===== src/mpe_params.svh =====
`ifndef MPE_PARAMS_SVH
`define MPE_PARAMS_SVH
// Address that every engine accepts
`define MPE_BCAST_ADDR 8'hFF
// Packet type codes
`define MPE_T_UNSOL 8'h00
`define MPE_T_BCAST 8'h01
`define MPE_T_RESET 8'h10
`define MPE_T_BREQ 8'h24
`define MPE_T_BGNT 8'h35
`define MPE_T_DATA 8'h3F
// Data packet payload limits
`define MPE_DATA_BYTES 28
`define MPE_DATA_WORDS 14
// Duty cycle unit and clock period, both in ns
`define MPE_US_NS 1000
`define MPE_CLK_NS 20
// Least time rounds up to whole cycles
`define MPE_CYC_PER_US ((`MPE_US_NS + `MPE_CLK_NS - 1) / `MPE_CLK_NS)
`define MPE_FIFO_DEPTH 8
`endif


===== src/mpe_pkg.sv =====
`default_nettype none
`include "mpe_params.svh"
package mpe_pkg;
	typedef enum logic [2:0] {TX_IDLE, TX_HDR, TX_TYPE, TX_W2, TX_W3, TX_DATA} mpe_tx_state_t;
	typedef enum logic [2:0] {RX_HDR, RX_TYPE, RX_BODY, RX_SKIP, RX_ACT, RX_WR} mpe_rx_state_t;
	typedef struct packed {
		logic        err;
		logic        last;
		logic [15:0] data;
	} mpe_flit_t;

	// Request and grant carry length and tag words
	function automatic logic mpe_long(input logic [7:0] t);
		mpe_long = (t == `MPE_T_BREQ) || (t == `MPE_T_BGNT);
	endfunction

	function automatic logic [7:0] mpe_dest(input logic [7:0] t, input logic [7:0] d);
		mpe_dest = (t == `MPE_T_BCAST) ? `MPE_BCAST_ADDR : d;
	endfunction

	function automatic logic mpe_hit(input logic [7:0] d, input logic [7:0] me);
		mpe_hit = (d == me) || (d == `MPE_BCAST_ADDR);
	endfunction

	// Closing word of every packet except data
	function automatic logic mpe_last(input mpe_tx_state_t s, input logic [7:0] t);
		mpe_last = (s == TX_TYPE && t == `MPE_T_RESET) || (s == TX_W2 && !mpe_long(t)) || s == TX_W3;
	endfunction
endpackage
`default_nettype wire


===== src/mpe_link_if.sv =====
`timescale 1ns/1ps
`default_nettype none
interface mpe_link_if;
	logic [15:0] a2b_data;
	logic        a2b_last;
	logic        a2b_err;
	logic        a2b_valid;
	logic        a2b_ready;
	logic [15:0] b2a_data;
	logic        b2a_last;
	logic        b2a_err;
	logic        b2a_valid;
	logic        b2a_ready;

	modport engine (output a2b_data, a2b_last, a2b_err, a2b_valid, input a2b_ready,
		input b2a_data, b2a_last, b2a_err, b2a_valid, output b2a_ready);
	modport peer (input a2b_data, a2b_last, a2b_err, a2b_valid, output a2b_ready,
		output b2a_data, b2a_last, b2a_err, b2a_valid, input b2a_ready);
endinterface
`default_nettype wire


===== src/mpe_engine.sv =====
// Operation
// - accept only own or broadcast destination
// - buffer, check, then notify host
// - host message becomes packet unchanged
// - keep pointer, send length and source tag
// - host grants no more than requested
// - host grant gives pointer, length, tag, duty
// - keep pointer, send grant with receive tag
// - matching grant stored, not passed to host
// - transfer starts without host help
// - data packets read buffer, 28 bytes max
// - pace data packets by duty value
// - clean data packets written to buffer
// - completion after last packet or error
// - clear state, report completion status
// - codes unsolicited 00, broadcast 01, reset 10
// - codes request 24, grant 35, data 3F
// - header holds source high, destination low
// - data header holds receive tag, type
// - duty counts microseconds between data packets
// - reset packet resets host, never delivered
`timescale 1ns/1ps
`default_nettype none
`include "mpe_params.svh"

module mpe_fifo #(
	parameter int W = 18,
	parameter int D = 8
) (
	input  wire logic         clock,
	input  wire logic         resetn,
	input  wire logic         in_valid,
	output logic              in_ready,
	input  wire logic [W-1:0] in_data,
	output logic              out_valid,
	input  wire logic         out_ready,
	output logic [W-1:0]      out_data
);
	localparam int AW = (D > 1) ? $clog2(D) : 1;
	logic [W-1:0]  mem [D];
	logic [AW-1:0] wptr;
	logic [AW-1:0] rptr;
	logic [AW:0]   cnt;
	wire           wr = in_valid && in_ready;
	wire           rd = out_valid && out_ready;

	function automatic logic [AW-1:0] step(input logic [AW-1:0] p);
		step = (p == AW'(D - 1)) ? '0 : AW'(p + 1'b1);
	endfunction

	assign in_ready  = cnt != (AW + 1)'(D);
	assign out_valid = cnt != '0;
	assign out_data  = mem[rptr];

	// Pointers and fill level
	always_ff @(posedge clock or negedge resetn) begin
		if (!resetn) begin
			wptr <= '0;
			rptr <= '0;
			cnt  <= '0;
		end else begin
			if (wr) wptr <= step(wptr);
			if (rd) rptr <= step(rptr);
			cnt <= cnt + (AW + 1)'(wr) - (AW + 1)'(rd);
		end
	end

	// Storage needs no reset
	always_ff @(posedge clock) begin
		if (wr) mem[wptr] <= in_data;
	end
endmodule

module mpe_engine import mpe_pkg::*; #(
	parameter int DEPTH = `MPE_FIFO_DEPTH
) (
	input  wire logic        clock,
	input  wire logic        resetn,
	input  wire logic [7:0]  my_addr,
	mpe_link_if.engine       lk,
	input  wire logic        cmd_valid,
	output logic             cmd_ready,
	input  wire logic [7:0]  cmd_type,
	input  wire logic [7:0]  cmd_dst,
	input  wire logic [15:0] cmd_word,
	input  wire logic [15:0] cmd_ptr,
	input  wire logic [15:0] cmd_len,
	input  wire logic        gnt_valid,
	output logic             gnt_ready,
	input  wire logic [7:0]  gnt_dst,
	input  wire logic [15:0] gnt_ptr,
	input  wire logic [15:0] gnt_len,
	input  wire logic [7:0]  gnt_stag,
	input  wire logic [7:0]  gnt_duty,
	output logic             msg_valid,
	output logic [7:0]       msg_type,
	output logic [7:0]       msg_src,
	output logic [15:0]      msg_w2,
	output logic [15:0]      msg_w3,
	output logic             host_reset,
	output logic [15:0]      memr_addr,
	input  wire logic [15:0] memr_data,
	output logic             memw_en,
	output logic [15:0]      memw_addr,
	output logic [15:0]      memw_data,
	output logic             tx_done,
	output logic             rx_done,
	output logic             rx_err
);
	mpe_tx_state_t tx_st, next_tx_st;
	mpe_rx_state_t rx_st, next_rx_st;
	logic [7:0]    tx_type, tx_dst, tx_hi;
	logic [15:0]   tx_w2, tx_w3;
	logic [3:0]    tx_idx, tx_nw;
	logic          s_busy, s_granted;
	logic [7:0]    s_stag, s_rtag, s_duty, s_dst;
	logic [15:0]   s_ptr, s_rem, gap;
	logic          r_active, g_pend;
	logic [7:0]    r_rtag, r_src, g_stag, g_duty;
	logic [15:0]   r_ptr, r_rem;
	logic [7:0]    rx_src, rx_type, rx_hi;
	logic [15:0]   rx_w2, rx_w3;
	logic [3:0]    rx_n, wr_idx;
	logic          rx_bad;
	logic [15:0]   pkt_buf [`MPE_DATA_WORDS];
	mpe_flit_t     f;
	logic          f_valid;

	function automatic logic [15:0] chunk(input logic [15:0] rem);
		chunk = (rem > 16'(`MPE_DATA_BYTES)) ? 16'(`MPE_DATA_BYTES) : rem;
	endfunction

	// Transmit arbitration: grant reply, then paced data, then host command
	wire go_gnt  = tx_st == TX_IDLE && g_pend;
	wire go_data = tx_st == TX_IDLE && !g_pend && s_granted && s_rem != 16'h0000 && gap == 16'h0000;
	wire go_cmd  = tx_st == TX_IDLE && !g_pend && !go_data && cmd_valid
		&& !(cmd_type == `MPE_T_BREQ && s_busy);
	wire tx_last  = mpe_last(tx_st, tx_type) || (tx_st == TX_DATA && tx_idx == tx_nw - 4'h1);
	wire tx_adv   = lk.a2b_valid && lk.a2b_ready;
	wire data_end = tx_adv && tx_last && tx_st == TX_DATA;
	wire gnt_sent = tx_adv && tx_last && tx_type == `MPE_T_BGNT;
	wire s_final  = s_rem == chunk(s_rem);

	assign cmd_ready     = go_cmd;
	assign gnt_ready     = !g_pend && !r_active;
	assign lk.a2b_valid  = tx_st != TX_IDLE;
	assign lk.a2b_last   = tx_last;
	assign lk.a2b_err    = 1'b0;
	assign memr_addr     = s_ptr + {11'h000, tx_idx, 1'b0};
	// Word lanes per packet stage
	assign lk.a2b_data = (tx_st == TX_HDR) ? {my_addr, tx_dst} :
		(tx_st == TX_TYPE) ? {tx_hi, tx_type} :
		(tx_st == TX_W2) ? tx_w2 :
		(tx_st == TX_W3) ? tx_w3 :
		(tx_st == TX_DATA) ? memr_data : 16'h0000;

	// Transmit sequencer
	always_comb begin
		next_tx_st = tx_st;
		case (tx_st)
			TX_IDLE: if (go_gnt || go_data || go_cmd) next_tx_st = TX_HDR;
			TX_HDR: if (tx_adv) next_tx_st = TX_TYPE;
			TX_TYPE: if (tx_adv) next_tx_st = tx_last ? TX_IDLE : (tx_type == `MPE_T_DATA ? TX_DATA : TX_W2);
			TX_W2: if (tx_adv) next_tx_st = tx_last ? TX_IDLE : TX_W3;
			TX_W3: if (tx_adv) next_tx_st = TX_IDLE;
			TX_DATA: if (tx_adv && tx_last) next_tx_st = TX_IDLE;
			default: next_tx_st = TX_IDLE;
		endcase
	end

	// Packet contents latched when a packet is chosen
	always_ff @(posedge clock or negedge resetn) begin
		if (!resetn) begin
			tx_st <= TX_IDLE;
			{tx_type, tx_dst, tx_hi, tx_w2, tx_w3, tx_idx, tx_nw} <= '0;
		end else begin
			tx_st <= next_tx_st;
			if (go_gnt) begin
				tx_type <= `MPE_T_BGNT;
				tx_dst  <= r_src;
				tx_hi   <= r_rtag;
				tx_w2   <= r_rem;
				tx_w3   <= {g_duty, g_stag};
			end else if (go_data) begin
				tx_type <= `MPE_T_DATA;
				tx_dst  <= s_dst;
				tx_hi   <= s_rtag;
				tx_nw   <= 4'((chunk(s_rem) + 16'h0001) >> 1);
			end else if (go_cmd) begin
				tx_type <= cmd_type;
				tx_dst  <= mpe_dest(cmd_type, cmd_dst);
				tx_hi   <= 8'h00;
				tx_w2   <= (cmd_type == `MPE_T_BREQ) ? cmd_len : cmd_word;
				tx_w3   <= {8'h00, s_stag + 8'h01};
			end
			if (tx_st == TX_IDLE) tx_idx <= 4'h0;
			else if (tx_adv && tx_st == TX_DATA) tx_idx <= tx_idx + 4'h1;
		end
	end

	wire rx_pop_ok = rx_st == RX_HDR || rx_st == RX_TYPE || rx_st == RX_BODY || rx_st == RX_SKIP;
	// Receive path: buffered, back-pressure reaches the link
	mpe_fifo #(.W($bits(mpe_flit_t)), .D(DEPTH)) u_rxq (
		.clock     (clock),
		.resetn    (resetn),
		.in_valid  (lk.b2a_valid),
		.in_ready  (lk.b2a_ready),
		.in_data   ({lk.b2a_err, lk.b2a_last, lk.b2a_data}),
		.out_valid (f_valid),
		.out_ready (rx_pop_ok),
		.out_data  (f)
	);
	wire pop       = f_valid && rx_pop_ok;

	// Decisions taken once a whole packet is held and checked
	wire       act     = rx_st == RX_ACT;
	wire       ok      = !rx_bad;
	wire       is_sys  = rx_type == `MPE_T_RESET || rx_type == `MPE_T_BGNT || rx_type == `MPE_T_DATA;
	wire       ev_msg  = act && ok && !is_sys;
	wire       ev_rst  = act && ok && rx_type == `MPE_T_RESET;
	wire       ev_gnt  = act && ok && rx_type == `MPE_T_BGNT && s_busy && !s_granted
		&& rx_w3[7:0] == s_stag && rx_src == s_dst;
	wire       dat     = act && rx_type == `MPE_T_DATA && r_active && !g_pend;
	wire [15:0] nbytes = {11'h000, rx_n, 1'b0};
	wire       over    = nbytes > r_rem + 16'h0001;
	wire       tag_ok  = rx_hi == r_rtag && rx_src == r_src;
	wire       ev_wr   = dat && ok && tag_ok && !over && rx_n != 4'h0;
	wire       ev_fail = dat && (!ok || !tag_ok || over);
	wire       wr_last = rx_st == RX_WR && wr_idx == rx_n - 4'h1;
	wire [15:0] applied = (nbytes > r_rem) ? r_rem : nbytes;

	assign memw_en   = rx_st == RX_WR;
	assign memw_addr = r_ptr + {11'h000, wr_idx, 1'b0};
	assign memw_data = pkt_buf[wr_idx];

	// Receive sequencer
	always_comb begin
		next_rx_st = rx_st;
		case (rx_st)
			RX_HDR: if (pop && !f.last) next_rx_st = mpe_hit(f.data[7:0], my_addr) ? RX_TYPE : RX_SKIP;
			RX_TYPE: if (pop) next_rx_st = f.last ? RX_ACT : RX_BODY;
			RX_BODY: if (pop && f.last) next_rx_st = RX_ACT;
			RX_SKIP: if (pop && f.last) next_rx_st = RX_HDR;
			RX_ACT: next_rx_st = ev_wr ? RX_WR : RX_HDR;
			RX_WR: if (wr_last) next_rx_st = RX_HDR;
			default: next_rx_st = RX_HDR;
		endcase
	end

	// Header fields and error summary of the packet in hand
	always_ff @(posedge clock or negedge resetn) begin
		if (!resetn) begin
			rx_st <= RX_HDR;
			{rx_src, rx_type, rx_hi, rx_w2, rx_w3, rx_n, rx_bad, wr_idx} <= '0;
		end else begin
			rx_st <= next_rx_st;
			if (pop && rx_st == RX_HDR) begin
				rx_src <= f.data[15:8];
				rx_bad <= f.err;
				rx_n   <= 4'h0;
			end else if (pop && rx_st == RX_TYPE) begin
				{rx_hi, rx_type} <= f.data;
				rx_bad <= rx_bad | f.err;
			end else if (pop && rx_st == RX_BODY) begin
				if (rx_n == 4'h0) rx_w2 <= f.data;
				if (rx_n == 4'h1) rx_w3 <= f.data;
				if (rx_n != 4'(`MPE_DATA_WORDS)) rx_n <= rx_n + 4'h1;
				rx_bad <= rx_bad | f.err | (rx_n == 4'(`MPE_DATA_WORDS)); // Longer than a packet may be
			end
			wr_idx <= (rx_st == RX_WR) ? wr_idx + 4'h1 : 4'h0;
		end
	end

	// Payload held until the packet proves clean
	always_ff @(posedge clock) begin
		if (pop && rx_st == RX_BODY && rx_n != 4'(`MPE_DATA_WORDS)) pkt_buf[rx_n] <= f.data;
	end

	// Sending side of a block transfer
	always_ff @(posedge clock or negedge resetn) begin
		if (!resetn) begin
			{s_busy, s_granted, s_stag, s_rtag, s_duty, s_dst, s_ptr, s_rem, gap} <= '0;
		end else begin
			if (go_cmd && cmd_type == `MPE_T_BREQ) begin
				s_busy <= 1'b1;
				s_ptr  <= cmd_ptr;
				s_dst  <= cmd_dst;
				s_stag <= s_stag + 8'h01;
			end
			if (ev_gnt) begin
				s_granted <= rx_w2 != 16'h0000;
				s_busy    <= rx_w2 != 16'h0000;
				s_rem     <= rx_w2;
				s_rtag    <= rx_hi;
				s_duty    <= rx_w3[15:8];
			end
			if (data_end) begin
				s_ptr <= s_ptr + {11'h000, tx_nw, 1'b0};
				s_rem <= s_rem - chunk(s_rem);
				if (s_final) {s_busy, s_granted} <= 2'b00;
			end
			if (data_end) gap <= 16'(s_duty) * 16'(`MPE_CYC_PER_US);
			else if (gap != 16'h0000) gap <= gap - 16'h0001;
		end
	end

	// Receiving side of a block transfer
	always_ff @(posedge clock or negedge resetn) begin
		if (!resetn) begin
			{r_active, g_pend, r_rtag, r_src, g_stag, g_duty, r_ptr, r_rem} <= '0;
		end else begin
			if (gnt_valid && gnt_ready) begin
				r_active <= 1'b1;
				g_pend   <= 1'b1;
				r_ptr    <= gnt_ptr;
				r_rem    <= gnt_len;
				r_src    <= gnt_dst;
				r_rtag   <= r_rtag + 8'h01;
				g_stag   <= gnt_stag;
				g_duty   <= gnt_duty;
			end
			if (gnt_sent) begin
				g_pend <= 1'b0;
				if (r_rem == 16'h0000) r_active <= 1'b0;
			end
			if (wr_last) begin
				r_ptr <= r_ptr + nbytes;
				r_rem <= r_rem - applied;
				if (r_rem == applied) r_active <= 1'b0;
			end
			if (ev_fail) r_active <= 1'b0;
		end
	end

	// Host notifications, one-cycle pulses
	always_ff @(posedge clock or negedge resetn) begin
		if (!resetn) begin
			{msg_valid, msg_type, msg_src, msg_w2, msg_w3, host_reset, tx_done, rx_done, rx_err} <= '0;
		end else begin
			msg_valid  <= ev_msg;
			host_reset <= ev_rst;
			if (ev_msg) {msg_type, msg_src, msg_w2, msg_w3} <= {rx_type, rx_src, rx_w2, rx_w3};
			tx_done <= (ev_gnt && rx_w2 == 16'h0000) || (data_end && s_final);
			rx_done <= (gnt_sent && r_rem == 16'h0000) || (wr_last && r_rem == applied) || ev_fail;
			rx_err  <= ev_fail;
		end
	end
endmodule
`default_nettype wire


===== src/flat_wrapper.sv =====
// flat-port wrapper written by rule: the top's interface ports become plain ports
module mpe_engine_flat import mpe_pkg::*;
#(
	parameter int DEPTH = `MPE_FIFO_DEPTH
)
  (clock, resetn, my_addr, cmd_valid, cmd_ready, cmd_type, cmd_dst, cmd_word, cmd_ptr, cmd_len, gnt_valid, gnt_ready, gnt_dst, gnt_ptr, gnt_len, gnt_stag, gnt_duty, msg_valid, msg_type, msg_src, msg_w2, msg_w3, host_reset, memr_addr, memr_data, memw_en, memw_addr, memw_data, tx_done, rx_done, rx_err, lk_a2b_data, lk_a2b_last, lk_a2b_err, lk_a2b_valid, lk_a2b_ready, lk_b2a_data, lk_b2a_last, lk_b2a_err, lk_b2a_valid, lk_b2a_ready);
  mpe_link_if lk_i ();
  input  wire logic clock;
  input  wire logic resetn;
  input  wire logic [7:0] my_addr;
  input  wire logic cmd_valid;
  output logic cmd_ready;
  input  wire logic [7:0] cmd_type;
  input  wire logic [7:0] cmd_dst;
  input  wire logic [15:0] cmd_word;
  input  wire logic [15:0] cmd_ptr;
  input  wire logic [15:0] cmd_len;
  input  wire logic gnt_valid;
  output logic gnt_ready;
  input  wire logic [7:0] gnt_dst;
  input  wire logic [15:0] gnt_ptr;
  input  wire logic [15:0] gnt_len;
  input  wire logic [7:0] gnt_stag;
  input  wire logic [7:0] gnt_duty;
  output logic msg_valid;
  output logic [7:0] msg_type;
  output logic [7:0] msg_src;
  output logic [15:0] msg_w2;
  output logic [15:0] msg_w3;
  output logic host_reset;
  output logic [15:0] memr_addr;
  input  wire logic [15:0] memr_data;
  output logic memw_en;
  output logic [15:0] memw_addr;
  output logic [15:0] memw_data;
  output logic tx_done;
  output logic rx_done;
  output logic rx_err;
  output wire logic [$bits(lk_i.a2b_data)-1:0] lk_a2b_data;
  output wire logic [$bits(lk_i.a2b_last)-1:0] lk_a2b_last;
  output wire logic [$bits(lk_i.a2b_err)-1:0] lk_a2b_err;
  output wire logic [$bits(lk_i.a2b_valid)-1:0] lk_a2b_valid;
  input wire logic [$bits(lk_i.a2b_ready)-1:0] lk_a2b_ready;
  input wire logic [$bits(lk_i.b2a_data)-1:0] lk_b2a_data;
  input wire logic [$bits(lk_i.b2a_last)-1:0] lk_b2a_last;
  input wire logic [$bits(lk_i.b2a_err)-1:0] lk_b2a_err;
  input wire logic [$bits(lk_i.b2a_valid)-1:0] lk_b2a_valid;
  output wire logic [$bits(lk_i.b2a_ready)-1:0] lk_b2a_ready;
  assign lk_a2b_data = lk_i.a2b_data;
  assign lk_a2b_last = lk_i.a2b_last;
  assign lk_a2b_err = lk_i.a2b_err;
  assign lk_a2b_valid = lk_i.a2b_valid;
  assign lk_i.a2b_ready = lk_a2b_ready;
  assign lk_i.b2a_data = lk_b2a_data;
  assign lk_i.b2a_last = lk_b2a_last;
  assign lk_i.b2a_err = lk_b2a_err;
  assign lk_i.b2a_valid = lk_b2a_valid;
  assign lk_b2a_ready = lk_i.b2a_ready;
  mpe_engine #(.DEPTH(DEPTH)) u_core (.clock(clock), .resetn(resetn), .my_addr(my_addr), .lk(lk_i), .cmd_valid(cmd_valid), .cmd_ready(cmd_ready), .cmd_type(cmd_type), .cmd_dst(cmd_dst), .cmd_word(cmd_word), .cmd_ptr(cmd_ptr), .cmd_len(cmd_len), .gnt_valid(gnt_valid), .gnt_ready(gnt_ready), .gnt_dst(gnt_dst), .gnt_ptr(gnt_ptr), .gnt_len(gnt_len), .gnt_stag(gnt_stag), .gnt_duty(gnt_duty), .msg_valid(msg_valid), .msg_type(msg_type), .msg_src(msg_src), .msg_w2(msg_w2), .msg_w3(msg_w3), .host_reset(host_reset), .memr_addr(memr_addr), .memr_data(memr_data), .memw_en(memw_en), .memw_addr(memw_addr), .memw_data(memw_data), .tx_done(tx_done), .rx_done(rx_done), .rx_err(rx_err));
endmodule

===== config.mk =====
export PLATFORM = sky130hd
export DESIGN_NAME = mpe_engine_flat
export DESIGN_NICKNAME = d
export VERILOG_FILES = /design/src/mpe_pkg.sv /design/src/mpe_link_if.sv /design/src/mpe_engine.sv /design/src/flat_wrapper.sv
export VERILOG_INCLUDE_DIRS = /design/src
export SDC_FILE = /design/constraint.sdc
export NUM_CORES = 1
export LEC_CHECK = 0
export ABC_AREA = 1
export ABC_CLOCK_PERIOD_IN_PS = 7400
export BUFFER_PORTS_ARGS = -buffer_cell sky130_fd_sc_hd__buf_4
export CORE_UTILIZATION = 30
export DETAILED_ROUTE_END_ITERATION = 12
export GPL_TIMING_DRIVEN = 0
export SLEW_MARGIN = 20
export SYNTH_ARGS = -nofsm -noshare
export SYNTH_HDL_FRONTEND = slang
export SYNTH_SLANG_ARGS = --single-unit

===== constraint.sdc =====
create_clock -name clock -period 7.4 [get_ports clock]
set_input_delay 0.74 -clock clock [delete_from_list [all_inputs] [get_ports clock]]
set_output_delay 0.74 -clock clock [all_outputs]
set_load 0.02 [all_outputs]

==> reports/results.txt, run 1 <==
Ys Warns: 0
RD Place Congestion: 0.9222
worst hold path class: in2reg
Synth Area in Compound Gates: 11.34%
#FFs+latches synth: 714
crit path DAT: 3550 ps
CP endpoint kind: output pin
Net Sw Frac: 41.69%
Die W: 341.4 microns
Clk Latency, worst-skew pair: 670 ps
peak supply drop: 0.2586 mV
fraction of registers with async set/reset: 48.46%
vias post-DR: 28570
unrepaired setup endpoints after global routing: false
final setup vio count: 0
clock-pin slew on the worst setup and hold paths: 60 ps
worst-case headroom to the max-slew limit: 30.25%
DR vias/cell: 5.034
core region area: 114300 sq um
Fin Setup TNS: 0 ps
GR Overflow Total: 0
Ports: 292
maximum clock rate: 233.0 MHz
depth of the worst hold-timing path: 3
Post-CTS Setup Inserts: 0
Yosys top cell area share: 31.97%
synthesized instance count: 3704
clk_skew: 50.56 ps
CP Data Required Time: 6660 ps
# Max-Cap Violations: 0
CTS tree: yes
most frequent cells in the layout: nand2_1, edfxtp_1, inv_1
mux contribution to synthesized area: 0%
critical path type: reg2out
initial antenna violation count: 4
commonest non-fill, non-tap cell in the layout: nand2_1
die area: 116600 sq um
std cell rows: 124
first-pass GRT wire length: 173000 microns
FF-to-FF setup slack: 3380 ps
Seq/Total Area, Yosys: 57.02%
design area: 41730 sq um
most common flop cell mapped by yosys: edfxtp_1
crit share post-route: 58.00%
H-Tree Depth: 3
pwr/cell area: 397.6 nW/um^2
Clk pwr share: 25.1%
main combinational cell family by area after synthesis: simple AND/OR/NAND/NOR gates
Placed Instances: 5525
Post-Route WL: 117100 microns
DP HPWL: 87690 microns
critical path startpoint category: flop
worst r2r path cells: 20
Num CTS Buffers: 80
DRC: 0
die height: 341.4 microns
sw power: 6918 uW
vias in the first global route: 27360
Mean Syn Cell Area: 9.332 sq um
status: finished clean
ratio of cells with drive above 1 in the final layout: 14.01%
Tmin final: 4292 ps
crit-path max FO: 10
Sink Count: 714
Fin. Hold Viols: 0
simple-gate share of the synthesized area: 19.58%
nets@finish: 4354
# resized after CTS: 0
Clock Path Buffers: 3
Static Leak: 0.01804 uW
area delta synth->final: 20.73%
Slew @ Worst Pin: 1035 ps
Slew Viols, Final: 0
DRT Pass-1 Iters: 5
Post-Synth Adder-Cell Area: 3.475%
I/O Buffers: 290
Initial Util: 30.23%
clk root buf: clkbuf_16
post-synthesis xor/xnor area fraction: 2.407%
all-layer global routing usage: 19.73%
Cell Int Power: 9676 uW
Post-Syn Area: 34570 sq um
largest net degree at the start of global routing: 97
Cell Count, Final, Fillers Out: 5675
share of power burned in registers: 36.9%
combinational power share: 38.0%
area leader, netlist: edfxtp_1
number of DRC markers in iteration 0: 2728
fin util: 36.50%
ANT nets after route: 0
Post-synth EDFFs: 368
post-synthesis cell type count: 59
Routed wire per std cell: 20.64 microns
synth top area cells: edfxtp_1, dfrtp_1, nand2_1
Placed Area: 38990 sq um
==> critical path: stages (launching register included) <==
cell	delay, ps
dfrtp_1	380
buf_2	210
inv_1	180
clkbuf_1	300
fa_1	530
o21ai_0	370
nand2_1	170
nor2_1	290
nand3_1	130
xnor2_1	170
buf_4	160
==> cell families (layout without fill, tap and decap cells) <==
| kind of cell | after synthesis | in the layout |
|---|---|---|
| other | 2 | 4 |
| flip-flops | 714 | 714 |
| buffers and inverters | 526 | 983 |
| adder cells (fa/ha/maj) | 90 | 90 |
| AND/OR/NAND/NOR | 1601 | 1601 |
| XOR/XNOR | 95 | 95 |
| AO/OA/AOI/OAI | 676 | 676 |
==> power groups by stage <==
stage | combinational [uW] | sequential, uW | clock, uW
CTS | 6280 | 6100 | 4210
finish | 6310 | 6120 | 4160
global placement | 6110 | 6160 | 0
detailed placement | 6250 | 6170 | 0
global route | 6910 | 6210 | 4360
floorplan | 3550 | 6060 | 0
==> synthesized netlist by cell type, drive strengths merged, types with 2 or more instances <==
master,n
inv,368
o21bai,2
o211ai,59
xor2,63
nand3,238
nand2,932
a21oi,127
or2,11
xnor2,32
edfxtp,368
nor2,310
o311ai,2
o31ai,2
conb,2
clkbuf,86
nor3,48
fa,10
o22ai,25
dfrtp,346
a211oi,2
nor4,14
buf,71
a221oi,17
o21ai,360
nand3b,3
nand4,38
a21o,3
o21a,4
o221ai,60
ha,80
nor3b,5
a31oi,10
==> layer usage <==
metal,vias to the layer above,routed length (microns),GRT usage [%],share of wire [%]
li1,13330,-,-,-
met5,-,39,0,0.033
met1,13920,50610,27.28,43
met2,1125,52330,30.39,45
met3,181,10790,4.594,9.2
met4,6,3381,6.353,2.9
==> cell type report <==
type | count | area [sq um]
fillers | 11530 | 72610
clock buffers | 107 | 2256
plain buffers | 157 | 739.5
well taps | 1512 | 1892
repair buffers | 309 | 2429
flip-flops and latches | 714 | 19710
diodes | 1 | 2.502
inverters | 369 | 1388
multi-input cells | 2465 | 12840
clock inverters | 41 | 476.7
==> sequential cells by signal (all words and copies together), names as in the netlist, 16 cells and up <==
| register | cells |
|---|---|
| u_core.tx_w3 | 16 |
| u_core.rx_w3 | 16 |
| u_core.msg_w3 | 16 |
| u_core.rx_w2 | 16 |
| u_core.gap | 16 |
| u_core.tx_w2 | 16 |
| u_core.pkt_buf | 224 |
| u_core.u_rxq.mem | 144 |
| u_core.r_ptr | 16 |
| u_core.s_rem | 16 |
| u_core.s_ptr | 16 |
| u_core.msg_w2 | 16 |
| u_core.r_rem | 16 |
==> worst paths after layout <==
kind                                      endpoint          startpoint
worst max-delay path                 memw_addr[13]    u_core.wr_idx[1]
worst min-delay path              u_core.g_stag[3]         gnt_stag[3]
worst max register to register    u_core.r_rem[11]     u_core.r_rem[4]
worst min register to register  u_core.msg_type[1]  u_core.msg_type[1]
max in group asynchronous         u_core.s_rem[14]              resetn
min in group asynchronous          u_core.r_ptr[8]              resetn
==> stage by stage <==
stage          power, uW  worst slack, ps  hold slack, ps
2_1_floorplan       9610             4231           443.6
3_3_place_gp       12270             1902           465.1
3_5_place_dp       12420             3428           466.3
4_1_cts            16590             3041           248.1
5_1_grt            17480             2884           275.9
6_report           16590             3108           272.2
==> what timing repair did <==
action / in CTS / in global routing
hold buffers: 1 / 0
endpoints found under the hold margin: 14 / 0
setup endpoints to repair: 0 / 0
No activity file was read; power rests on OpenSTA's default activity.
==> run 2: changes to the inputs <==
--- a/config.mk
+++ b/config.mk
@@ -7,7 +7,7 @@
 export NUM_CORES = 1
 export LEC_CHECK = 0
 export ABC_AREA = 1
-export ABC_CLOCK_PERIOD_IN_PS = 7400
+export ABC_CLOCK_PERIOD_IN_PS = 3700
 export BUFFER_PORTS_ARGS = -buffer_cell sky130_fd_sc_hd__buf_4
 export CORE_UTILIZATION = 30
 export DETAILED_ROUTE_END_ITERATION = 12
==> constraint.sdc (replaced) <==
create_clock -name clock -period 3.7 [get_ports clock]
set_input_delay 0.37 -clock clock [delete_from_list [all_inputs] [get_ports clock]]
set_output_delay 0.37 -clock clock [all_outputs]
set_load 0.02 [all_outputs]
==> reports/results.txt, run 2 (synthesized netlist as in run 1, its figures left out) <==
status: finished clean
DRC: 0
Post-Route WL: 118300 microns
CP max stage delay: 530 ps
Slew @ Worst Pin: 1027 ps
worst-case headroom to the max-slew limit: 30.78%
std cell rows: 124
Num CTS Buffers: 80
Top Registers: u_core.pkt_buf (224), u_core.u_rxq.mem (144)
Placed Area: 38990 sq um
DR vias/cell: 5.021
Clock Path Buffers: 3
nets@finish: 4460
delay-heaviest family, CP: buffers and inverters
Worst Path Buf+Inv: 4
Worst path slowest cell: clkbuf_1
I/O Buffers: 290
initial antenna violation count: 5
CTS tree: yes
# Max-Cap Violations: 0
pre-CTS WS: -272.4 ps
crit path DAT: 3210 ps
Final WS setup: 119.4 ps
die area: 116600 sq um
clock-pin slew on the worst setup and hold paths: 60 ps
Placed Instances: 5525
crit share post-route: 96.77%
H-Tree Depth: 3
critical path startpoint category: flop
clk_skew: 49.91 ps
GR Overflow Total: 0
Slew Viols, Final: 0
Die W: 341.4 microns
die height: 341.4 microns
all-layer global routing usage: 19.88%
crit-path max FO: 10
unrepaired setup endpoints after global routing: false
Sink Count: 714
clk root buf: clkbuf_16
pwr/cell area: 778.9 nW/um^2
Most flops, register: u_core.pkt_buf
number of DRC markers in iteration 0: 2720
vias post-DR: 29030
Tmin final: 3581 ps
final setup vio count: 0
Fin. Hold Viols: 0
core region area: 114300 sq um
ratio of cells with drive above 1 in the final layout: 14.39%
maximum clock rate: 279.3 MHz
commonest non-fill, non-tap cell in the layout: nand2_1
Ports: 292
vias in the first global route: 27820
peak supply drop: 0.5192 mV
max reg flops: 224
DP HPWL: 87690 microns
Initial Util: 30.23%
design area: 42820 sq um
most frequent cells in the layout: nand2_1, edfxtp_1, inv_1
first-pass GRT wire length: 174800 microns
critical path type: reg2out
ANT nets after route: 0
CP Data Required Time: 3330 ps
RD Place Congestion: 0.9222
Static Leak: 0.01851 uW
Routed wire per std cell: 20.47 microns
CP endpoint kind: output pin
Clk Latency, worst-skew pair: 670 ps
largest net degree at the start of global routing: 97
DRT Pass-1 Iters: 6
fillcell total: 11420
worst hold path class: in2reg
area delta synth->final: 23.89%
Cell Count, Final, Fillers Out: 5782
crit-path cells: clkbuf_1 > clkbuf_1 > clkbuf_2 > o21ai_0 > o21ai_0 > buf_4
run 2: final timing paths:
path,start,end,slack [ps],cells past startpoint
min in group asynchronous,resetn,u_core.r_ptr[8],130,2
max in group asynchronous,resetn,u_core.msg_w2[11],1970,5
max,u_core.wr_idx[2],memw_data[6],120,6
max reg2reg,u_core.r_rem[0],u_core.r_rem[11],260,18
min,cmd_dst[3],u_core.s_dst[3],40,3
min reg2reg,u_core.msg_type[1],u_core.msg_type[1],480,2
run 2: report_power, final:
group          leakage [uW]  total, uW  internal, uW  switching, uW
combinational       0.00952      12800          3730           9060
sequential          0.00764      12300         10900           1350
clock               0.00135       8310          4830           3480
total                0.0185      33400         19500          13900
run 2: per-layer routing:
metal | routed length (microns) | track usage, % | vias up
met5 | 32 | 0 | -
met4 | 3607 | 6.642 | 4
met3 | 10490 | 4.406 | 187
met2 | 53110 | 30.76 | 1118
met1 | 51110 | 27.44 | 14180
li1 | - | - | 13550
run 2: stage by stage:
step	hold slack, ps	power (uW)	util (%)	setup TNS, ps
after global routing	39.85	35130	37.45	0
after CTS	1.453	33270	37.35	0
after detailed placement	213.5	24840	34.10	-376.4
after floorplan	74.41	19220	-	0
final	37.64	33360	37.45	0
after global placement	465.1	24540	33.79	-490780
run 2: worst min-delay path, stage by stage:
cell and delay (ps):
buf_4 130, inv_1 60, o21ai_0 80
run 2: layout make-up:
type,count,area [sq um],area share (%)
antenna,2,5.005,0.01169
buffer,155,744.5,1.738
clock buffer,107,2256,5.268
clock inverter,41,476.7,1.113
inverter,369,1395,3.258
multi-input combinational,2465,12860,30.03
sequential,714,19720,46.04
tap,1512,1892,4.418
timing repair buffer,417,3482,8.131
run 2: repair_timing:
item,4_1_cts,5_1_grt
setup buffers,0,11
endpoints found under the setup margin,12,30
endpoints found under the hold margin,407,0
gates resized for setup,10,22
pin swaps,0,2
hold buffers,98,0
